<file path="config.mk">
export PLATFORM = sky130hd
export DESIGN_NAME = piv_controller
export DESIGN_NICKNAME = d
export VERILOG_FILES = /design/src/piv_pkg.sv /design/src/piv_irq_detect.sv /design/src/piv_priority_pick.sv /design/src/piv_controller.sv
export SDC_FILE = /design/constraint.sdc
export NUM_CORES = 1
export LEC_CHECK = 0
export ABC_AREA = 1
export BUFFER_PORTS_ARGS = -buffer_cell sky130_fd_sc_hd__clkbuf_2
export CORE_UTILIZATION = 25
export DETAILED_ROUTE_END_ITERATION = 16
export HOLD_SLACK_MARGIN = 0.02
export PLACE_DENSITY = 0.42
export SLEW_MARGIN = 40
export SYNTH_ARGS = -nofsm -noshare
export SYNTH_HDL_FRONTEND = slang
export SYNTH_HIERARCHICAL = 1
export SYNTH_SLANG_ARGS = --single-unit
</file>
<file path="constraint.sdc">
create_clock -name clock -period 2 [get_ports clock]
set_clock_uncertainty 0.05 [all_clocks]
set_input_delay 0.4 -clock clock [delete_from_list [all_inputs] [get_ports clock]]
set_output_delay 0.4 -clock clock [all_outputs]
set_load 0.02 [all_outputs]
</file>
<file path="src/piv_pkg.sv">
// package: constants, register map and vector table of the interrupt controller
package piv_pkg;

   localparam int NUM_LEVELS = 11;
   localparam int IDX_W = 4;
   localparam int VEC_W = 16;

   // level index, 0 is highest maskable-side priority
   localparam logic [IDX_W-1:0] LVL_POWERDOWN = 4'h0;
   localparam logic [IDX_W-1:0] LVL_EDGE_OR_LEVEL = 4'h1;
   localparam logic [IDX_W-1:0] LVL_LEVEL_A = 4'h2;
   localparam logic [IDX_W-1:0] LVL_LEVEL_B = 4'h3;
   localparam logic [IDX_W-1:0] LVL_SP0_XMIT = 4'h4;
   localparam logic [IDX_W-1:0] LVL_SP0_RECV = 4'h5;
   localparam logic [IDX_W-1:0] LVL_EDGE_IRQ = 4'h6;
   localparam logic [IDX_W-1:0] LVL_BYTE_DMA_PORT = 4'h7;
   localparam logic [IDX_W-1:0] LVL_SP1_XMIT = 4'h8;
   localparam logic [IDX_W-1:0] LVL_SP1_RECV = 4'h9;
   localparam logic [IDX_W-1:0] LVL_TIMER = 4'hA;
   localparam logic [IDX_W-1:0] LVL_RESET = 4'hF;

   // vector addresses
   localparam logic [VEC_W-1:0] VEC_RESET = 16'h0000;
   localparam logic [VEC_W-1:0] VEC_POWERDOWN = 16'h002C;
   localparam logic [VEC_W-1:0] VEC_EDGE_OR_LEVEL = 16'h0004;
   localparam logic [VEC_W-1:0] VEC_LEVEL_A = 16'h0008;
   localparam logic [VEC_W-1:0] VEC_LEVEL_B = 16'h000C;
   localparam logic [VEC_W-1:0] VEC_SP0_XMIT = 16'h0010;
   localparam logic [VEC_W-1:0] VEC_SP0_RECV = 16'h0014;
   localparam logic [VEC_W-1:0] VEC_EDGE_IRQ = 16'h0018;
   localparam logic [VEC_W-1:0] VEC_BYTE_DMA_PORT = 16'h001C;
   localparam logic [VEC_W-1:0] VEC_SP1_XMIT = 16'h0020;
   localparam logic [VEC_W-1:0] VEC_SP1_RECV = 16'h0024;
   localparam logic [VEC_W-1:0] VEC_TIMER = 16'h0028;

   // shared flag pin positions within the four-pin group
   localparam int PIN_EDGE_IRQ = 0;
   localparam int PIN_LEVEL_B = 1;
   localparam int PIN_LEVEL_A = 2;
   localparam int PIN_EDGE_OR_LEVEL = 3;

   // register byte offsets
   localparam logic [7:0] ADDR_MASK = 8'h00;
   localparam logic [7:0] ADDR_CTRL = 8'h04;
   localparam logic [7:0] ADDR_FLAG = 8'h08;
   localparam logic [7:0] ADDR_FORCE = 8'h0C;
   localparam logic [7:0] ADDR_STATUS = 8'h10;

   // control register fields
   localparam int CTRL_EDGE_OR_LEVEL_EDGE = 0;
   localparam int CTRL_RECV_FRAME_EDGE = 1;
   localparam int CTRL_XMIT_FRAME_EDGE = 2;
   localparam int CTRL_SP1_IRQ_MODE = 3;
   localparam int CTRL_POWERUP_CONTEXT = 4;
   localparam int CTRL_SP1_FLAG_OUT = 5;
   localparam int CTRL_W = 6;

   // flag register fields
   localparam int FLAG_OE_LSB = 0;
   localparam int FLAG_OUT_LSB = 4;
   localparam int FLAG_W = 8;

   // status register fields
   localparam int STAT_PEND_LSB = 0;
   localparam int STAT_VALID = 11;
   localparam int STAT_IDX_LSB = 12;
   localparam int STAT_PIN_LSB = 16;
   localparam int STAT_SP1_FLAG_IN = 20;
   localparam int STAT_RESET_PEND = 21;

   // reset values
   localparam logic [NUM_LEVELS-1:0] MASK_RST = 11'h000;
   localparam logic [CTRL_W-1:0] CTRL_RST = 6'h00;
   localparam logic [FLAG_W-1:0] FLAG_RST = 8'h00;

   typedef enum logic {
      BUS_IDLE = 1'b0,
      BUS_ANSWER = 1'b1
   } piv_bus_e;

   function automatic logic [VEC_W-1:0] piv_vector_of(input logic [IDX_W-1:0] idx);
      logic [VEC_W-1:0] v;
      v = VEC_RESET;
      case (idx)
         LVL_POWERDOWN: v = VEC_POWERDOWN;
         LVL_EDGE_OR_LEVEL: v = VEC_EDGE_OR_LEVEL;
         LVL_LEVEL_A: v = VEC_LEVEL_A;
         LVL_LEVEL_B: v = VEC_LEVEL_B;
         LVL_SP0_XMIT: v = VEC_SP0_XMIT;
         LVL_SP0_RECV: v = VEC_SP0_RECV;
         LVL_EDGE_IRQ: v = VEC_EDGE_IRQ;
         LVL_BYTE_DMA_PORT: v = VEC_BYTE_DMA_PORT;
         LVL_SP1_XMIT: v = VEC_SP1_XMIT;
         LVL_SP1_RECV: v = VEC_SP1_RECV;
         LVL_TIMER: v = VEC_TIMER;
         default: v = VEC_RESET;
      endcase
      return v;
   endfunction

endpackage

</file>
<file path="src/piv_irq_detect.sv">
// request detector for one active-low interrupt pin, level or falling edge
`timescale 1ns/1ps
module piv_irq_detect (
   input wire logic clock,
   input wire logic reset_n,
   input wire logic pinLevel,
   input wire logic edgeMode,
   input wire logic clearEdge,
   output logic request
);
   logic prevLevel_reg;
   logic prevLevel_next;
   logic edgeLatch_reg;
   logic edgeLatch_next;
   logic fallSeen;

   always_comb begin
      fallSeen = prevLevel_reg & ~pinLevel;
      prevLevel_next = pinLevel;
      // a new edge beats a clear in the same cycle
      edgeLatch_next = (edgeLatch_reg & ~clearEdge) | fallSeen;
      request = edgeMode ? edgeLatch_reg : ~pinLevel;
   end

   always_ff @(posedge clock or negedge reset_n) begin
      if (!reset_n) begin
         prevLevel_reg <= 1'b1;
         edgeLatch_reg <= 1'b0;
      end else begin
         prevLevel_reg <= prevLevel_next;
         edgeLatch_reg <= edgeLatch_next;
      end
   end
endmodule

</file>
<file path="src/piv_priority_pick.sv">
// fixed priority picker, lowest index wins
`timescale 1ns/1ps
module piv_priority_pick #(
   parameter int N = 11
) (
   input wire logic [N-1:0] pending,
   output logic [3:0] winner,
   output logic found
);
   always_comb begin
      winner = 4'h0;
      found = 1'b0;
      for (int i = N - 1; i >= 0; i--) begin
         if (pending[i]) begin
            winner = 4'(i);
            found = 1'b1;
         end
      end
   end
endmodule

</file>
<file path="src/piv_controller.sv">
// prioritized vectoring interrupt controller with Avalon-MM register slave
// Function
// eleven sources plus reset, each vectored
// four dedicated external request pins, flag-shared
// serial port one pins become two requests
// internal timer, dma, serial, software, power-down
// all maskable except reset and power-down
// three pins selectable level or edge
// two pins level only, one edge only
// reset highest, vector 0000, also power-up
// vectors for power-down through edge pin
// vectors for dma, serial one, timer
// fixed descending priority order
// pins come up inputs, high inactive
// flag-driven pin level also requests interrupt
// highest served first, others stay pending
`timescale 1ns/1ps
module piv_controller (
   input wire logic clock,
   input wire logic reset_n,
   input wire logic [7:0] avs_address,
   input wire logic avs_read,
   input wire logic avs_write,
   input wire logic [31:0] avs_writedata,
   output logic [31:0] avs_readdata,
   output logic avs_waitrequest,
   input wire logic [3:0] flagPinIn,
   output logic [3:0] flagPinOut,
   output logic [3:0] flagPinOe,
   input wire logic s1RecvFrameIrqPin,
   input wire logic s1XmitFrameIrqPin,
   input wire logic serial1FlagInput,
   output logic serial1FlagOutput,
   input wire logic timerEvent,
   input wire logic bdmaDoneEvent,
   input wire logic sp0XmitEvent,
   input wire logic sp0RecvEvent,
   input wire logic sp1XmitEvent,
   input wire logic sp1RecvEvent,
   input wire logic powerDownEvent,
   input wire logic powerUpWake,
   input wire logic vectorTaken,
   output logic vectorValid,
   output logic [15:0] vectorAddr
);
   localparam int N = piv_pkg::NUM_LEVELS;

   // register file state
   logic [N-1:0] mask_reg;
   logic [N-1:0] mask_next;
   logic [piv_pkg::CTRL_W-1:0] ctrl_reg;
   logic [piv_pkg::CTRL_W-1:0] ctrl_next;
   logic [piv_pkg::FLAG_W-1:0] flag_reg;
   logic [piv_pkg::FLAG_W-1:0] flag_next;

   // bus slave state
   piv_pkg::piv_bus_e bus_reg;
   piv_pkg::piv_bus_e bus_next;
   logic [31:0] rdata_reg;
   logic [31:0] rdata_next;

   // latched internal and software requests
   logic [N-1:0] evtLatch_reg;
   logic [N-1:0] evtLatch_next;
   logic resetPend_reg;
   logic resetPend_next;

   // vector presentation
   logic vecValid_reg;
   logic vecValid_next;
   logic [15:0] vecAddr_reg;
   logic [15:0] vecAddr_next;
   logic [3:0] vecIdx_reg;
   logic [3:0] vecIdx_next;

   // combinational helpers
   logic [3:0] pinLevel;
   logic reqEdgeOrLevel;
   logic reqLevelA;
   logic reqLevelB;
   logic reqEdgeIrq;
   logic reqRecvFrame;
   logic reqXmitFrame;
   logic served;
   logic [N-1:0] serveMask;
   logic [N-1:0] evtSet;
   logic [N-1:0] swSet;
   logic [N-1:0] swClr;
   logic [N-1:0] pinReq;
   logic [N-1:0] pending;
   logic [N-1:0] enabled;
   logic [3:0] winIdx;
   logic winFound;
   logic busAccept;
   logic wrHit;
   logic sp1IrqMode;

   function automatic logic [N-1:0] piv_onehot(input logic [3:0] idx);
      logic [N-1:0] oh;
      oh = '0;
      for (int i = 0; i < N; i++) begin
         if (4'(i) == idx) begin
            oh[i] = 1'b1;
         end
      end
      return oh;
   endfunction

   // pin level as seen on the wire, flag output drives it when enabled
   always_comb begin
      for (int i = 0; i < 4; i++) begin
         pinLevel[i] = flagPinOe[i] ? flagPinOut[i] : flagPinIn[i];
      end
   end

   assign sp1IrqMode = ctrl_reg[piv_pkg::CTRL_SP1_IRQ_MODE];
   assign served = vecValid_reg & vectorTaken;
   assign serveMask = served ? piv_onehot(vecIdx_reg) : '0;

   // dedicated pin detectors
   piv_irq_detect u_edgeOrLevel (
      .clock(clock),
      .reset_n(reset_n),
      .pinLevel(pinLevel[piv_pkg::PIN_EDGE_OR_LEVEL]),
      .edgeMode(ctrl_reg[piv_pkg::CTRL_EDGE_OR_LEVEL_EDGE]),
      .clearEdge(serveMask[piv_pkg::LVL_EDGE_OR_LEVEL]),
      .request(reqEdgeOrLevel)
   );

   piv_irq_detect u_levelA (
      .clock(clock),
      .reset_n(reset_n),
      .pinLevel(pinLevel[piv_pkg::PIN_LEVEL_A]),
      .edgeMode(1'b0),
      .clearEdge(serveMask[piv_pkg::LVL_LEVEL_A]),
      .request(reqLevelA)
   );

   piv_irq_detect u_levelB (
      .clock(clock),
      .reset_n(reset_n),
      .pinLevel(pinLevel[piv_pkg::PIN_LEVEL_B]),
      .edgeMode(1'b0),
      .clearEdge(serveMask[piv_pkg::LVL_LEVEL_B]),
      .request(reqLevelB)
   );

   piv_irq_detect u_edgeIrq (
      .clock(clock),
      .reset_n(reset_n),
      .pinLevel(pinLevel[piv_pkg::PIN_EDGE_IRQ]),
      .edgeMode(1'b1),
      .clearEdge(serveMask[piv_pkg::LVL_EDGE_IRQ]),
      .request(reqEdgeIrq)
   );

   // serial port one frame-sync pins as requests
   piv_irq_detect u_recvFrame (
      .clock(clock),
      .reset_n(reset_n),
      .pinLevel(s1RecvFrameIrqPin),
      .edgeMode(ctrl_reg[piv_pkg::CTRL_RECV_FRAME_EDGE]),
      .clearEdge(serveMask[piv_pkg::LVL_SP1_RECV]),
      .request(reqRecvFrame)
   );

   piv_irq_detect u_xmitFrame (
      .clock(clock),
      .reset_n(reset_n),
      .pinLevel(s1XmitFrameIrqPin),
      .edgeMode(ctrl_reg[piv_pkg::CTRL_XMIT_FRAME_EDGE]),
      .clearEdge(serveMask[piv_pkg::LVL_SP1_XMIT]),
      .request(reqXmitFrame)
   );

   // gather all eleven levels
   always_comb begin
      pinReq = '0;
      pinReq[piv_pkg::LVL_EDGE_OR_LEVEL] = reqEdgeOrLevel;
      pinReq[piv_pkg::LVL_LEVEL_A] = reqLevelA;
      pinReq[piv_pkg::LVL_LEVEL_B] = reqLevelB;
      pinReq[piv_pkg::LVL_EDGE_IRQ] = reqEdgeIrq;
      pinReq[piv_pkg::LVL_SP1_XMIT] = sp1IrqMode & reqXmitFrame;
      pinReq[piv_pkg::LVL_SP1_RECV] = sp1IrqMode & reqRecvFrame;
      evtSet = '0;
      evtSet[piv_pkg::LVL_POWERDOWN] = powerDownEvent;
      evtSet[piv_pkg::LVL_SP0_XMIT] = sp0XmitEvent;
      evtSet[piv_pkg::LVL_SP0_RECV] = sp0RecvEvent;
      evtSet[piv_pkg::LVL_BYTE_DMA_PORT] = bdmaDoneEvent;
      evtSet[piv_pkg::LVL_SP1_XMIT] = ~sp1IrqMode & sp1XmitEvent;
      evtSet[piv_pkg::LVL_SP1_RECV] = ~sp1IrqMode & sp1RecvEvent;
      evtSet[piv_pkg::LVL_TIMER] = timerEvent;
      // pending before mask, as status shows it
      pending = evtLatch_reg | pinReq;
      enabled = pending & mask_reg;
      // power-down bypasses its mask bit
      enabled[piv_pkg::LVL_POWERDOWN] = pending[piv_pkg::LVL_POWERDOWN];
   end

   piv_priority_pick #(
      .N(N)
   ) u_pick (
      .pending(enabled),
      .winner(winIdx),
      .found(winFound)
   );

   // event and software latches, a new event beats its clear
   always_comb begin
      evtLatch_next = (evtLatch_reg & ~serveMask & ~swClr) | evtSet | swSet;
      resetPend_next = resetPend_reg;
      if (served && vecIdx_reg == piv_pkg::LVL_RESET) begin
         resetPend_next = 1'b0;
      end
      if (powerUpWake && ctrl_reg[piv_pkg::CTRL_POWERUP_CONTEXT]) begin
         resetPend_next = 1'b1;
      end
   end

   // vector presentation to the sequencer
   always_comb begin
      vecValid_next = 1'b0;
      vecIdx_next = vecIdx_reg;
      vecAddr_next = vecAddr_reg;
      // reset vector outranks every level
      if (served) begin
         vecValid_next = 1'b0;
      end else if (resetPend_reg) begin
         vecValid_next = 1'b1;
         vecIdx_next = piv_pkg::LVL_RESET;
         vecAddr_next = piv_pkg::VEC_RESET;
      end else if (winFound) begin
         vecValid_next = 1'b1;
         vecIdx_next = winIdx;
         vecAddr_next = piv_pkg::piv_vector_of(winIdx);
      end
   end

   // Avalon slave: one wait cycle, then answer
   always_comb begin
      bus_next = bus_reg;
      rdata_next = rdata_reg;
      busAccept = 1'b0;
      case (bus_reg)
         piv_pkg::BUS_IDLE: begin
            if (avs_read || avs_write) begin
               bus_next = piv_pkg::BUS_ANSWER;
               rdata_next = 32'h0000_0000;
               if (avs_read) begin
                  if (avs_address == piv_pkg::ADDR_MASK) begin
                     rdata_next[N-1:0] = mask_reg;
                  end else if (avs_address == piv_pkg::ADDR_CTRL) begin
                     rdata_next[piv_pkg::CTRL_W-1:0] = ctrl_reg;
                  end else if (avs_address == piv_pkg::ADDR_FLAG) begin
                     rdata_next[piv_pkg::FLAG_W-1:0] = flag_reg;
                  end else if (avs_address == piv_pkg::ADDR_FORCE) begin
                     rdata_next[N-1:0] = evtLatch_reg;
                  end else if (avs_address == piv_pkg::ADDR_STATUS) begin
                     rdata_next[piv_pkg::STAT_PEND_LSB +: N] = pending;
                     rdata_next[piv_pkg::STAT_VALID] = vecValid_reg;
                     rdata_next[piv_pkg::STAT_IDX_LSB +: 4] = vecIdx_reg;
                     rdata_next[piv_pkg::STAT_PIN_LSB +: 4] = pinLevel;
                     rdata_next[piv_pkg::STAT_SP1_FLAG_IN] = serial1FlagInput;
                     rdata_next[piv_pkg::STAT_RESET_PEND] = resetPend_reg;
                  end else begin
                     rdata_next = 32'h0000_0000;
                  end
               end
            end
         end
         piv_pkg::BUS_ANSWER: begin
            busAccept = 1'b1;
            bus_next = piv_pkg::BUS_IDLE;
         end
         default: begin
            bus_next = piv_pkg::BUS_IDLE;
         end
      endcase
   end

   // write lands on the answer edge
   assign wrHit = busAccept & avs_write;

   // register writes
   always_comb begin
      mask_next = mask_reg;
      ctrl_next = ctrl_reg;
      flag_next = flag_reg;
      // force sets, status write clears
      swSet = '0;
      swClr = '0;
      if (wrHit) begin
         if (avs_address == piv_pkg::ADDR_MASK) begin
            mask_next = avs_writedata[N-1:0];
         end else if (avs_address == piv_pkg::ADDR_CTRL) begin
            ctrl_next = avs_writedata[piv_pkg::CTRL_W-1:0];
         end else if (avs_address == piv_pkg::ADDR_FLAG) begin
            flag_next = avs_writedata[piv_pkg::FLAG_W-1:0];
         end else if (avs_address == piv_pkg::ADDR_FORCE) begin
            swSet = avs_writedata[N-1:0];
         end else if (avs_address == piv_pkg::ADDR_STATUS) begin
            swClr = avs_writedata[N-1:0];
         end
      end
   end

   always_ff @(posedge clock or negedge reset_n) begin
      if (!reset_n) begin
         mask_reg <= piv_pkg::MASK_RST;
         ctrl_reg <= piv_pkg::CTRL_RST;
         flag_reg <= piv_pkg::FLAG_RST;
         bus_reg <= piv_pkg::BUS_IDLE;
         rdata_reg <= 32'h0000_0000;
         evtLatch_reg <= '0;
         resetPend_reg <= 1'b1;
         vecValid_reg <= 1'b0;
         vecIdx_reg <= piv_pkg::LVL_RESET;
         vecAddr_reg <= piv_pkg::VEC_RESET;
      end else begin
         mask_reg <= mask_next;
         ctrl_reg <= ctrl_next;
         flag_reg <= flag_next;
         bus_reg <= bus_next;
         rdata_reg <= rdata_next;
         evtLatch_reg <= evtLatch_next;
         resetPend_reg <= resetPend_next;
         vecValid_reg <= vecValid_next;
         vecIdx_reg <= vecIdx_next;
         vecAddr_reg <= vecAddr_next;
      end
   end

   // outputs straight from flops
   assign avs_readdata = rdata_reg;
   assign avs_waitrequest = (bus_reg == piv_pkg::BUS_IDLE);
   assign flagPinOe = flag_reg[piv_pkg::FLAG_OE_LSB +: 4];
   assign flagPinOut = flag_reg[piv_pkg::FLAG_OUT_LSB +: 4];
   assign serial1FlagOutput = ctrl_reg[piv_pkg::CTRL_SP1_FLAG_OUT];
   assign vectorValid = vecValid_reg;
   assign vectorAddr = vecAddr_reg;

endmodule

</file>
# --- After elaboration in Yosys (flattened, before gate mapping) ---
# Memories as Yosys holds them, arrays and structs flattened.
# Cells that the tools add are included.
totals:
  regBits: 99
  mem_bits_ro: 64
  output_inout_bits: 59
  elab_cells: 168
  memories: 1
classes:
  eq_ne: 15
  mux: 81
  bitwise_logic: 41
  n_reduce_logical: 12
memory_table:
  columns: ["memory", "words", "word_bits", "read_ports", "rd_ports_with_merged_regs", "write_ports", "line", "rtl"]
  rows:
  - ["(name not given)", 16, 4, 1, 0, 0, "piv_pkg.sv:84", "case (idx)"]
ops:
  columns: ["cell", "count"]
  rows:
  - ["$mux W22", 8]
  - ["$mux W11", 15]
  - ["$mux W4", 13]
  - ["$mux W16", 3]
  - ["$mux W1", 36]
  - ["$and A11 B11 Y11", 3]
  - ["$mux W32", 1]
  - ["$not A11 Y11", 2]
  - ["$or A11 B11 Y11", 2]
  - ["$mux W21", 1]
  - ["$eq A3 B4 Y1 const A", 4]
  - ["$eq A8 B4 Y1 const B", 2]
  - ["$not A1 Y1", 15]
  - ["$and A1 B1 Y1", 14]
  - ["$mux W14", 1]
  - ["$eq A4 B4 Y1 const A", 3]
  - ["$or A11 B10 Y11", 1]
  - ["$eq A2 B4 Y1 const A", 2]
  - ["$eq A8 B3 Y1 const B", 1]
  - ["$eq A8 B5 Y1 const B", 1]
  - ["$logic_not A8 Y1", 1]
  - ["$mux W8", 1]
  - ["$mux W6", 1]
  - ["$reduce_and A2 Y1", 3]
  - ["other kinds (10)", 15]

# --- Longest topological paths before layout ---
# Gate-level depths: netlist of run 1.
depth:
  word_depth: 19
  ltp_mapped: 18
  mapped_depth_nobuf: 18

# --- Modules after synthesis ---
# The synthesis of run 1 kept the hierarchy.
by_module_without_submodules:
  columns: ["mod", "instances", "cells_each", "area_per_inst_um2", "seq_area_each_um2"]
  rows:
  - ["piv_controller", 1, 509, 3890.0, 1732.9]
  - ["piv_irq_detect", 6, 9, 78.8, 51.3]
  - ["piv_priority_pick", 1, 31, 147.6, 0.0]

# --- Least setup slack after synthesis of run 1 ---
# OpenSTA, ideal clock, no wires.
synth_timing:
  path_kind: "flip-flop to flip-flop"
  startpoint: "reg flag_reg[7] (netlist name)"
  endpoint: "reg vecAddr_reg[2] (netlist: vectorAddr[2])"
  arrival_time_ns: 1.966
  setup_slack_ns: -0.132
  path_stages_with_launch: 17
  path_buffers: 0
  period_less_slack_ns: 2.132
  path_cell_list: "dfrtp_1 > inv_1 > nand2_1 > o21ai_0 > inv_1 > o21ai_1 > inv_1 > a21oi_1 > or2_1 > nor3_2 > inv_2 > nor3_2 > inv_1 > o211ai_1 > o21ai_0 > nand2_1 > nand2_1"
synth_between:
  elab_chain_len: 10
synth_lines:
  columns: ["item", "line", "rtl"]
  rows:
  - ["start: declaration", "piv_controller.sv:53", "logic [piv_pkg::FLAG_W-1:0] flag_reg;"]
  - ["start signal: assignment", "piv_controller.sv:311", "flag_reg <= piv_pkg::FLAG_RST;"]
  - ["start signal: assignment", "piv_controller.sv:322", "flag_reg <= flag_next;"]
  - ["$mux W1", "piv_controller.sv:112", "pinLevel[i] = flagPinOe[i] ? flagPinOut[i] : flagPinIn[i];"]
  - ["net pinLevel[3]", "piv_controller.sv:77", "logic [3:0] pinLevel;"]
  - ["$not A1 Y1", "piv_irq_detect.sv:22", "request = edgeMode ? edgeLatch_reg : ~pinLevel;"]
  - ["$mux W1", "piv_irq_detect.sv:22", null]
  - ["net reqEdgeOrLevel", "piv_controller.sv:78", "logic reqEdgeOrLevel;"]
  - ["$or A11 B10 Y11", "piv_controller.sv:194", "pending = evtLatch_reg | pinReq;"]
  - ["$and A11 B11 Y11", "piv_controller.sv:195", "enabled = pending & mask_reg;"]
  - ["net enabled[1]", "piv_controller.sv:91", "logic [N-1:0] enabled;"]
  - ["$mux W4 (2 in series)", "piv_priority_pick.sv:14", "if (pending[i]) begin"]
  - ["net winIdx[3]", "piv_controller.sv:92", "logic [3:0] winIdx;"]
  - ["$mem_v2 Z16 W4", null, null]
  - ["$mux W16", "piv_controller.sv:232", "end else if (winFound) begin"]
  - ["$mux W16", "piv_controller.sv:228", "end else if (resetPend_reg) begin"]
  - ["end signal: assignment", "piv_controller.sv:318", "vecAddr_reg <= piv_pkg::VEC_RESET;"]
  - ["end signal: assignment", "piv_controller.sv:329", "vecAddr_reg <= vecAddr_next;"]
  - ["end: declaration", "piv_controller.sv:71", "logic [15:0] vecAddr_reg;"]
# The timed path passes the listed nets, and every way through them passes these cells. The select of a mux whose other input is x is not followed.
# A chain may end at the register's enable or synchronous reset.

# --- Worst setup path in the final report of run 1 ---
layout_timing:
  startpoint: "reg flag_reg[3] (netlist name)"
  endpoint: "reg vecAddr_reg[2] (netlist: vectorAddr[2])"
# The elaborated chain is that of the path after synthesis.

==> reports/metrics.sh, run 1 <==
SETUP_REPAIR_AFTER_GLOBAL_ROUTING_MISSED_ITS_MARGIN='yes'
WORSTPATHARRIVAL_NS=2.40
ANT_NETS=0
PLACEMENT.IO_BUFFERS=75
FILL_CELLS=1894
NETLIST.TOP_CELL.BY_AREA='sky130_fd_sc_hd__dfrtp_1'
VIAS_IN_THE_FIRST_GLOBAL_ROUTE=4002
POWER.STATIC_LEAKAGE_uW=0.00301
DR_TOTAL_VIAS=4042
WORST-SLEW-PIN-TRANSITION_NS=0.526
WL_PER_CELL_UM=14.4
REG2REG_DEPTH=16
SYN_AREA_PER_CELL_UM2=7.59
LAYOUT-DRIVE-GT1-SHARE_PCT=28.9
WORSTSETUPSTARTPOINTTYPE='register'
CTS.REPORTEDPATHS.CLKPINSLEW_NS=0.06
POWER_uW=4630
TIMING.FINAL.HOLD_VIOLATIONS=0
CPMOSTUSEDCELL='sky130_fd_sc_hd__inv_1'
GRTUSAGETOTAL_PCT=15.7
DIODES=0
IOPINCOUNT=119
POWERDENSITY_mW_PER_MM2=809
IR_DROP_mV=0.395
CRITICAL_PATH.MAX_STAGE_DELAY_NS=0.42
CTS_SINK_CNT=81
VIOLATED_CHECKS='setup timing'
WORST_SLEW_MARGIN_REL_PCT=64.9
FLOORPLAN.DIE_AREA_MM2=0.0186
SYNTH_WARN=6
PATH_CLASS='reg -> reg'
POST-PLACE-CELLS=924
TIMING.CRITICAL_PATH.MAX_DELAY_FAMILY='simple AND/OR/NAND/NOR gates'
FP.COREAREA_MM2=0.0175
SYNTH_TOP_AREA_SHARE_PCT=38.8
SYNTH_CELL_TYPES=36
DOMINANTREGCELLSYNTH='sky130_fd_sc_hd__dfrtp_1'
PERIOD_NEEDED_NS=2.21
GRT_FIRST_PASS_WIRELENGTH_MM=21.5
VIA_PER_INST=4.30
SETUP_VIOL=8
HOLD_PATH_CLASS='in -> async'
CP-END-KIND='register'
CRIT_PATH_MAX_FANOUT=3
POSTLAYOUTCELLAREA_MM2=0.00572
DIE-HEIGHT_UM=136
WORST_SKEW_PAIR.LATE_LATENCY_NS=0.35
POST_SYNTH_INSTANCE_AREA_MM2=0.00451
SYNTH_SEQ_CELLS=81
DIE_X_UM=136
CLOCKROOTBUFFER='sky130_fd_sc_hd__clkbuf_16'
STATUS='finished, violations left'
INITIAL_UTILIZATION_PCT=25.8
DPL-INSTANCE-AREA_MM2=0.00534
SYNTH_EDF_COUNT=0
HTREEDEPTH=3
NETLIST_TOP_CELLS_AREA='sky130_fd_sc_hd__dfrtp_1, sky130_fd_sc_hd__nand2_1, sky130_fd_sc_hd__inv_1'
FINALNONFILLERCELLS=941
DETAIL_ROUTE.DRC_VIOLATIONS=0
DETAILEDROUTE.FIRSTITERATIONVIOLATIONS=260
GRT_MAX_DEGREE=82
YS_TOP_CELLS_BY_COUNT='sky130_fd_sc_hd__nand2_1, sky130_fd_sc_hd__inv_1, sky130_fd_sc_hd__dfrtp_1, sky130_fd_sc_hd__nand3_1, sky130_fd_sc_hd__nor2_1'
CP_SLOWEST_CELL='sky130_fd_sc_hd__dfrtp_2'
ASYNC_FLOP_SHARE_PCT=100
CTSLONGESTPATHBUFFERS=2
CRITICAL_PATH_BUF_INV_COUNT=5
FP-ROW-COUNT=48
FIN_CRIT_SH_PCT=110
TIMING.FINAL.MAX_SLEW_VIOLATIONS=0
CP.DEPTH=16
POST-DP-HPWL_MM=10.4
DRTPASS1ITERATIONS=5
LIBRARY_CELL_WITH_THE_HIGHEST_INSTANCE_COUNT_AFTER_SYNTHESIS='sky130_fd_sc_hd__nand2_1'
HOLD_BUFFERS=0
LAYOUT.NETS=771
WORST_SLACK_NS=-0.208
NUM_CTS_BUFFERS=9
TRITONCTS_CLOCK_TREE='built'
DRT_WL_TOTAL_MM=13.6
GATE_COUNT_POST_SYNTH=594
ANTENNA_FOUND_INITIAL=0
CAP_VIOL_MAX_COUNT=0
AREA_DELTA_SYNTH_FINAL_PCT=26.8
OVERFLOW=0
CRIT_REQUIRED_NS=2.19
SYNTH-SEQ-AREA-SHARE_PCT=45.2
NUMBER_OF_FLIP_FLOPS_UNDER_THE_LARGEST_REGISTER_NAME=22
TIMING.CRITICAL_PATH.CELLS='nand2_2 -> o21ai_2 -> inv_1 -> o21ai_1 -> inv_1 -> a21oi_2 -> or2_1 -> nor3_2 -> inv_2 -> buf_6 -> nor3_4 -> inv_1 -> o211ai_1 -> o21ai_1 -> nand2_1 -> nand2_1'
GP_CONGESTION=0.800
ACHIEVABLE_FREQUENCY_MHz=453
-- metrics by stage --
stage	worst slack, ns	TNS, ns	utilization, %	hold WS (ns)
after floorplan	-0.0101	-0.0101	-	0.0544
after global placement	-0.311	-2.45	30.5	0.415
after detailed placement	-0.336	-2.53	30.5	0.415
after CTS	-0.196	-1.39	32.7	0.0513
after global routing	-0.327	-2.40	32.7	0.0581
final	-0.208	-1.21	32.7	0.0216
-- what timing repair did --
| item | CTS | global route |
|---|---|---|
| pin swaps | 8 | 2 |
| setup buffers | 2 | 0 |
| endpoints found under the setup margin | 8 | 9 |
| gates resized for setup | 15 | 7 |
-- metal layers --
metal	GRT usage (%)	part of all wire [%]	routed length (um)
met5	0	0	0
met4	7.53	3.1	427
met1	20.9	46	6210
met2	24.7	47	6320
met3	2.42	4.5	608
-- cells in the final DEF, fill, tap and decap left out, drive strengths merged --
cell type / count
nand2: 210
inv: 90
clkbuf: 85
dfrtp: 70
nand3: 53
o21ai: 45
buf: 39
nor2: 37
conb: 28
dfstp: 11
a21oi: 11
nor3: 10
a22oi: 4
o22ai: 3
mux2: 3
nand3b: 2
nand4: 2
clkinvlp: 2
bufinv: 2
a21boi: 2
a31oi: 2
o31ai: 1
o211ai: 1
nor4: 1
clkinv: 1
or2: 1
-- final timing paths --
path	start	endpoint	slack (ns)
setup reg to reg	flag_reg[3]	vectorAddr[2]	-0.21
min in group clock	s1RecvFrameIrqPin	u_recvFrame/prevLevel_reg	0.11
max in group asynchronous	reset_n	u_levelA/prevLevel_reg	1.49
hold reg to reg	avs_readdata[2]	avs_readdata[2]	0.43
setup / recovery	flag_reg[3]	vectorAddr[2]	-0.21
hold / removal	reset_n	u_recvFrame/edgeLatch_reg	0.02
-- worst reg2reg max path, delay by kind of cell (launching register included) --
kind                   cells  cell delay, ns
AND/OR/NAND/NOR            6            0.73
buffers and inverters      5            0.46
AO/OA/AOI/OAI              5            0.45
flip-flops                 1            0.42
-- power by group --
group	internal [uW]	switching [uW]	total (uW)
logic	283	611	893
clock network	1090	689	1780
registers	1830	118	1950
-- cell type report --
type                       instances  area, um2  share of cell area, %
clock buffer                      11        233                   4.07
clock inverter                     5       80.1                   1.40
inverter                          90        345                   6.04
multi-input combinational        416       2040                   35.7
sequential                        81       2050                   35.8
tap                              225        282                   4.92
timing repair buffer             113        692                   12.1
-- cell families (layout without fill, tap and decap cells) --
family / Yosys count / count (layout) / share of synthesized area, %
compound gates: 69 / 69 / 10.1
buf+inv: 123 / 219 / 13.2
flops: 81 / 81 / 45.2
mux: 3 / 3 / 0.749
other cells: 2 / 28 / 0.166
simple gates: 316 / 316 / 30.5
Power figures use the tool's default switching activity.
==> run 2: changes to the inputs <==
--- a/config.mk
+++ b/config.mk
@@ -7,12 +7,12 @@
 export LEC_CHECK = 0
 export ABC_AREA = 1
 export BUFFER_PORTS_ARGS = -buffer_cell sky130_fd_sc_hd__clkbuf_2
+export CORE_MARGIN = 2
 export CORE_UTILIZATION = 25
 export DETAILED_ROUTE_END_ITERATION = 16
 export HOLD_SLACK_MARGIN = 0.02
-export PLACE_DENSITY = 0.42
+export PLACE_DENSITY = 0.43
 export SLEW_MARGIN = 40
 export SYNTH_ARGS = -nofsm -noshare
 export SYNTH_HDL_FRONTEND = slang
-export SYNTH_HIERARCHICAL = 1
 export SYNTH_SLANG_ARGS = --single-unit
==> reports/metrics.sh, run 2 <==
STATUS='completed'
POST-DP-HPWL_MM=9.40
CRIT_PATH_MAX_FANOUT=4
PLACEMENT.IO_BUFFERS=75
WORSTPATHARRIVAL_NS=2.01
FP-ROW-COUNT=45
CTS.REPORTEDPATHS.CLKPINSLEW_NS=0.06
MOST-COMMON-LAYOUT-CELLS='sky130_fd_sc_hd__nand2_1, sky130_fd_sc_hd__clkbuf_2, sky130_fd_sc_hd__dfrtp_1'
DRT_WL_TOTAL_MM=11.7
IOPINCOUNT=119
TIMING.FINAL.HOLD_VIOLATIONS=0
CLOCKROOTBUFFER='sky130_fd_sc_hd__clkbuf_16'
POWER.STATIC_LEAKAGE_uW=0.00249
SETUP_VIOL=0
SYNTH_EDF_COUNT=0
FINALNONFILLERCELLS=766
NETLIST.TOP_CELL.BY_AREA='sky130_fd_sc_hd__dfrtp_1'
NETLIST_TOP_CELLS_AREA='sky130_fd_sc_hd__dfrtp_1, sky130_fd_sc_hd__nand2_1, sky130_fd_sc_hd__o21ai_0'
NUM_CTS_BUFFERS=9
LIBRARY_CELL_WITH_THE_HIGHEST_INSTANCE_COUNT_AFTER_SYNTHESIS='sky130_fd_sc_hd__nand2_1'
SYNTH_SEQ_CELLS=77
GRT_MAX_DEGREE=27
AREA_DELTA_SYNTH_FINAL_PCT=27.0
CTS_SINK_CNT=77
PERIOD_NEEDED_NS=1.83
CP-END-KIND='register'
INITIAL_UTILIZATION_PCT=25.6
MOSTFREQUENTLAYOUTCELL='sky130_fd_sc_hd__nand2_1'
YS_TOP_CELLS_BY_COUNT='sky130_fd_sc_hd__nand2_1, sky130_fd_sc_hd__dfrtp_1, sky130_fd_sc_hd__inv_1, sky130_fd_sc_hd__o21ai_0, sky130_fd_sc_hd__buf_4'
ACHIEVABLE_FREQUENCY_MHz=548
FLOORPLAN.DIE_AREA_MM2=0.0165
DRTPASS1ITERATIONS=4
GP_CONGESTION=0.829
CTSLONGESTPATHBUFFERS=2
FIN_CRIT_SH_PCT=91.3
IR_DROP_mV=0.495
GRT_FIRST_PASS_WIRELENGTH_MM=18.7
LAYOUT-DRIVE-GT1-SHARE_PCT=27.0
SYNTH_WARN=0
HOLD_PATH_CLASS='in -> reg'
DOMINANTREGCELLSYNTH='sky130_fd_sc_hd__dfrtp_1'
HTREEDEPTH=3
POST-PLACE-CELLS=749
SYN_AREA_PER_CELL_UM2=8.25
GRTUSAGETOTAL_PCT=15.0
DR_TOTAL_VIAS=3454
WORST_SKEW_PAIR.LATE_LATENCY_NS=0.34
DIODES=0
LAYOUT.NETS=634
ANTENNA_FOUND_INITIAL=0
ANT_NETS=0
DETAIL_ROUTE.DRC_VIOLATIONS=0
VIA_PER_INST=4.51
POST_SYNTH_INSTANCE_AREA_MM2=0.00387
SYNTH-SEQ-AREA-SHARE_PCT=50.1
CAP_VIOL_MAX_COUNT=0
NUMBER_OF_FLIP_FLOPS_UNDER_THE_LARGEST_REGISTER_NAME=22
CRIT_REQUIRED_NS=2.19
ASYNC_FLOP_SHARE_PCT=100
FP.COREAREA_MM2=0.0151
TIMING.FINAL.MAX_SLEW_VIOLATIONS=0
POWERDENSITY_mW_PER_MM2=901
OVERFLOW=0
SETUP_REPAIR_AFTER_GLOBAL_ROUTING_MISSED_ITS_MARGIN='no'
SYNTH_TOP_AREA_SHARE_PCT=44.0
PATH_CLASS='reg -> reg'
GATE_COUNT_POST_SYNTH=469
WORSTSETUPSTARTPOINTTYPE='register'
DIE_X_UM=128
SYNTH_CELL_TYPES=37
DETAILEDROUTE.FIRSTITERATIONVIOLATIONS=170
TRITONCTS_CLOCK_TREE='built'
DIE-HEIGHT_UM=128
SETUP_TOTAL_NEGATIVE_SLACK_NS=0
VIAS_IN_THE_FIRST_GLOBAL_ROUTE=3335
WL_PER_CELL_UM=15.3
run 2: changes by cell type after synthesis, moves of 9 or more:
cell / change
sky130_fd_sc_hd__o221ai_1: +9
sky130_fd_sc_hd__o21ai_1: +13
sky130_fd_sc_hd__nand3_1: -43
sky130_fd_sc_hd__inv_1: -21
sky130_fd_sc_hd__nand2_1: -78
sky130_fd_sc_hd__o21ai_0: +32
sky130_fd_sc_hd__nor2_1: -18
sky130_fd_sc_hd__o21ai_2: -18
run 2: worst paths after layout:
path | start | to | slack [ns] | depth (start not counted)
max | ctrl_reg[1] | vectorAddr[3] | 0.17 | 17
min | s1RecvFrameIrqPin | u_recvFrame.prevLevel_reg | 0.12 | 1
max reg2reg | ctrl_reg[1] | vectorAddr[3] | 0.17 | 17
min reg2reg | mask_reg[0] | mask_reg[0] | 0.43 | 2
max in group asynchronous | reset_n | u_recvFrame.prevLevel_reg | 0.86 | 3
min in group asynchronous | reset_n | avs_readdata[11] | 0.46 | 2
run 2: kinds of logic (layout without fill, tap and decap cells):
kind of cell | after synthesis | count (layout) | share of synthesized area, %
AOI/OAI and AO/OA | 118 | 118 | 18.7
buffers and inverters | 100 | 188 | 12.0
DFF | 77 | 77 | 50.1
other | 1 | 22 | 0.0969
and+or+nand+nor | 173 | 173 | 19.1
run 2: worst max-delay path: stages, from the launching register on:
cell	delay, ns
sky130_fd_sc_hd__dfrtp_1	0.37
sky130_fd_sc_hd__inv_1	0.08
sky130_fd_sc_hd__nand2_1	0.06
sky130_fd_sc_hd__nand3_1	0.14
sky130_fd_sc_hd__nand2_1	0.09
sky130_fd_sc_hd__nand2_1	0.06
sky130_fd_sc_hd__nand3b_1	0.09
sky130_fd_sc_hd__nand2_1	0.05
sky130_fd_sc_hd__nand2_1	0.06
sky130_fd_sc_hd__nand2_1	0.06
sky130_fd_sc_hd__nand2_2	0.08
sky130_fd_sc_hd__inv_1	0.07
sky130_fd_sc_hd__nor2_2	0.10
sky130_fd_sc_hd__nand3_1	0.11
sky130_fd_sc_hd__nand2_1	0.07
sky130_fd_sc_hd__nand2_1	0.05
sky130_fd_sc_hd__nand2_1	0.05
sky130_fd_sc_hd__nand2_1	0.05
run 2: timing repair:
item | 4_1_cts | 5_1_grt
endpoints found under the hold margin | 15 | 0
setup buffers | 0 | 1
gates resized for setup | 0 | 6
hold buffers | 1 | 0
endpoints found under the setup margin | 0 | 5
run 2: cell type report:
class                           instances  area (um2)
Clock buffer                           11         243
Clock inverter                          4        72.6
Fill cell                            1624       10200
Inverter                               71         270
Multi-Input combinational cell        313        1560
Sequential cell                        77        1940
Tap cell                              188         235
Timing Repair Buffer                  102         596
run 2: where the power goes:
group          total (uW)  switching [uW]  internal [uW]
Combinational         791             547            244
Clock                1760             644           1120
Sequential           1880             125           1750
Total                4430            1310           3120
run 2: routing by layer:
layer,part of all wire [%],global-route usage [%],vias to the layer above
li1,-,-,1718
met1,46,20.9,1633
met2,47,23.6,96
met3,5.8,3.33,7
met4,0.83,4.14,0
met5,0,0,-
run 2: per-stage QoR:
stage	utilization [%]	total power, uW	cell area (um2)	hold slack (ns)	setup WS [ns]
detailed placement	30.2	2700	4570	0.282	0.00646
floorplan	-	2400	3950	0.0544	0.189
global placement	30.2	2690	4570	0.280	0.0260
finish	32.5	4430	4920	0.115	0.174
CTS	32.3	4490	4890	0.107	0.0319
global route	32.5	4680	4920	0.113	0.000459
==> run 3: changes to the inputs <==
--- a/config.mk
+++ b/config.mk
@@ -12,6 +12,7 @@
 export DETAILED_ROUTE_END_ITERATION = 16
 export HOLD_SLACK_MARGIN = 0.02
 export PLACE_DENSITY = 0.43
+export RECOVER_POWER = 100
 export SLEW_MARGIN = 40
 export SYNTH_ARGS = -nofsm -noshare
 export SYNTH_HDL_FRONTEND = slang
==> reports/metrics.sh, run 3 (same netlist as run 2, synthesis figures left out) <==
DP_SLACK_NS=0.00646
SETUP_TOTAL_NEGATIVE_SLACK_NS=0
FILL_CELLS=1645
NUM_CTS_BUFFERS=9
CTS_SINK_CNT=77
OVERFLOW=0
VIAS_IN_THE_FIRST_GLOBAL_ROUTE=3335
R2R_SLACK_NS=0.17
VIA_PER_INST=4.57
GRT_FIRST_PASS_WIRELENGTH_MM=18.7
FLOORPLAN.DIE_AREA_MM2=0.0165
HTREEDEPTH=3
GP_CONGESTION=0.829
POST-PLACE-CELLS=749
CRIT_PATH_MAX_FANOUT=5
MOST-COMMON-LAYOUT-CELLS='sky130_fd_sc_hd__nand2_1, sky130_fd_sc_hd__inv_1, sky130_fd_sc_hd__dfrtp_1'
FP-ROW-COUNT=45
LAYOUT-DRIVE-GT1-SHARE_PCT=18.5
GRTUSAGETOTAL_PCT=15.0
CRIT_REQUIRED_NS=2.19
ANTENNA_FOUND_INITIAL=0
LAYOUT.NETS=634
WORST-SLEW-PIN-TRANSITION_NS=0.652
CTSLONGESTPATHBUFFERS=2
DRTPASS1ITERATIONS=4
CRITPATHCAPTURE='vectorAddr[3]'
DETAILEDROUTE.FIRSTITERATIONVIOLATIONS=192
DIODES=0
SETUP_VIOL=0
MOSTFREQUENTLAYOUTCELL='sky130_fd_sc_hd__nand2_1'
POWER.STATIC_LEAKAGE_uW=0.00235
SEQUENTIAL_CELL_AREA_IN_THE_FINAL_LAYOUT_MM2=0.00194
GRT_MAX_DEGREE=27
DIE-HEIGHT_UM=128
WORST_SLACK_NS=0.165
CLOCKROOTBUFFER='sky130_fd_sc_hd__clkbuf_16'
FIN_CRIT_SH_PCT=91.7
CP-END-KIND='register'
DR_TOTAL_VIAS=3502
STATUS='completed'
POWERDENSITY_mW_PER_MM2=910
POST-DP-HPWL_MM=9.40
REG2REG_DEPTH=14
DRT_WL_TOTAL_MM=11.8
WORSTREG2REGSTART='flag_reg[2]'
MULTIINPUTGATEAREA_MM2=0.00156
WORSTSETUPSTARTPOINTTYPE='register'
IOPINCOUNT=119
IR_DROP_mV=0.500
INITIAL_UTILIZATION_PCT=25.6
SETUP_REPAIR_AFTER_GLOBAL_ROUTING_MISSED_ITS_MARGIN='no'
CRIT_PATH_START='flag_reg[2]'
WORST_R2R_ENDPOINT='vectorAddr[3]'
DETAIL_ROUTE.DRC_VIOLATIONS=0
POWER_uW=4400
CTS.REPORTEDPATHS.CLKPINSLEW_NS=0.06
TIMING.FINAL.MAX_SLEW_VIOLATIONS=0
TRITONCTS_CLOCK_TREE='built'
DIE_X_UM=128
WL_PER_CELL_UM=15.5
ANT_NETS=0
WORSTPATHARRIVAL_NS=2.02
NUMBER_OF_FLIP_FLOPS_UNDER_THE_LARGEST_REGISTER_NAME=22
WORST_SLEW_MARGIN_REL_PCT=56.6
FP.COREAREA_MM2=0.0151
TIMING.FINAL.HOLD_VIOLATIONS=0
PERIOD_NEEDED_NS=1.83
HOLD_PATH_CLASS='in -> reg'
ACHIEVABLE_FREQUENCY_MHz=545
WORST_SKEW_PAIR.LATE_LATENCY_NS=0.34
FINALNONFILLERCELLS=766
PLACEMENT.IO_BUFFERS=75
CAP_VIOL_MAX_COUNT=0
AREA_DELTA_SYNTH_FINAL_PCT=25.0
PATH_CLASS='reg -> reg'
## run 3: cell count changes in the layout (fill, tap and decap cells not counted), sizes merged
cell / previous run / this run
buf: 27 / 18
inv: 70 / 69
clkinv: 2 / 3
clkbuf: 85 / 94
## run 3: through the flow
step	area, um2	utilization [%]	hold WS (ns)
after floorplan	3950	-	0.0544
after global placement	4570	30.2	0.280
after detailed placement	4570	30.2	0.282
after CTS	4890	32.3	0.107
after global routing	4840	31.9	0.114
final	4840	31.9	0.121
## run 3: cell type report
type | count | area share (%)
sequential | 77 | 40.1
multi-input combinational | 313 | 32.2
timing repair buffer | 102 | 10.8
inverter | 71 | 5.59
clock buffer | 11 | 5.02
tap | 188 | 4.86
clock inverter | 4 | 1.50
## run 3: how the worst min path moves through the flow
| stage | start | end | slack, ns | cells after the start |
|---|---|---|---|---|
| after floorplan | reset_n | avs_readdata[0] | 0.05 | 0 |
| after CTS | s1RecvFrameIrqPin | u_recvFrame.prevLevel_reg | 0.11 | 1 |
| final | s1RecvFrameIrqPin | u_recvFrame.prevLevel_reg | 0.12 | 1 |
| after detailed placement | reset_n | avs_readdata[11] | 0.28 | 1 |
| after global routing | s1XmitFrameIrqPin | u_xmitFrame.prevLevel_reg | 0.11 | 1 |
| after global placement | reset_n | avs_readdata[11] | 0.28 | 1 |
## run 3: per-layer routing
metal	routed length (um)	global-route usage (%)
met1	5590	20.9
met2	5640	23.6
met3	556	3.33
met4	66	4.14
met5	0	0
## run 3: worst max-delay path, cell delays in order (launching register included)
cell	delay [ns]
sky130_fd_sc_hd__dfrtp_1	0.44
sky130_fd_sc_hd__nand2_1	0.09
sky130_fd_sc_hd__o21ai_1	0.09
sky130_fd_sc_hd__o21ai_2	0.22
sky130_fd_sc_hd__nand2_2	0.11
sky130_fd_sc_hd__clkinv_2	0.07
sky130_fd_sc_hd__nand2_2	0.05
sky130_fd_sc_hd__nor2_4	0.09
sky130_fd_sc_hd__nand2_2	0.06
sky130_fd_sc_hd__o21ai_4	0.16
sky130_fd_sc_hd__inv_4	0.07
sky130_fd_sc_hd__nand2_4	0.07
sky130_fd_sc_hd__a21oi_1	0.04
sky130_fd_sc_hd__nand2_1	0.07
sky130_fd_sc_hd__nand2_1	0.05
## run 3: power breakdown
| part | switching, uW | total (uW) | internal, uW |
|---|---|---|---|
| Clock | 639 | 1760 | 1120 |
| Sequential | 126 | 1870 | 1750 |
| Combinational | 545 | 774 | 228 |
| Total | 1310 | 4400 | 3090 |
## run 3: what timing repair did
item / 4_1_cts / 5_1_grt
hold endpoints to repair: 15 / 0
setup buffers: 0 / 1
endpoints found under the setup margin: 0 / 5
gates resized for setup: 0 / 6
hold buffers: 1 / 0
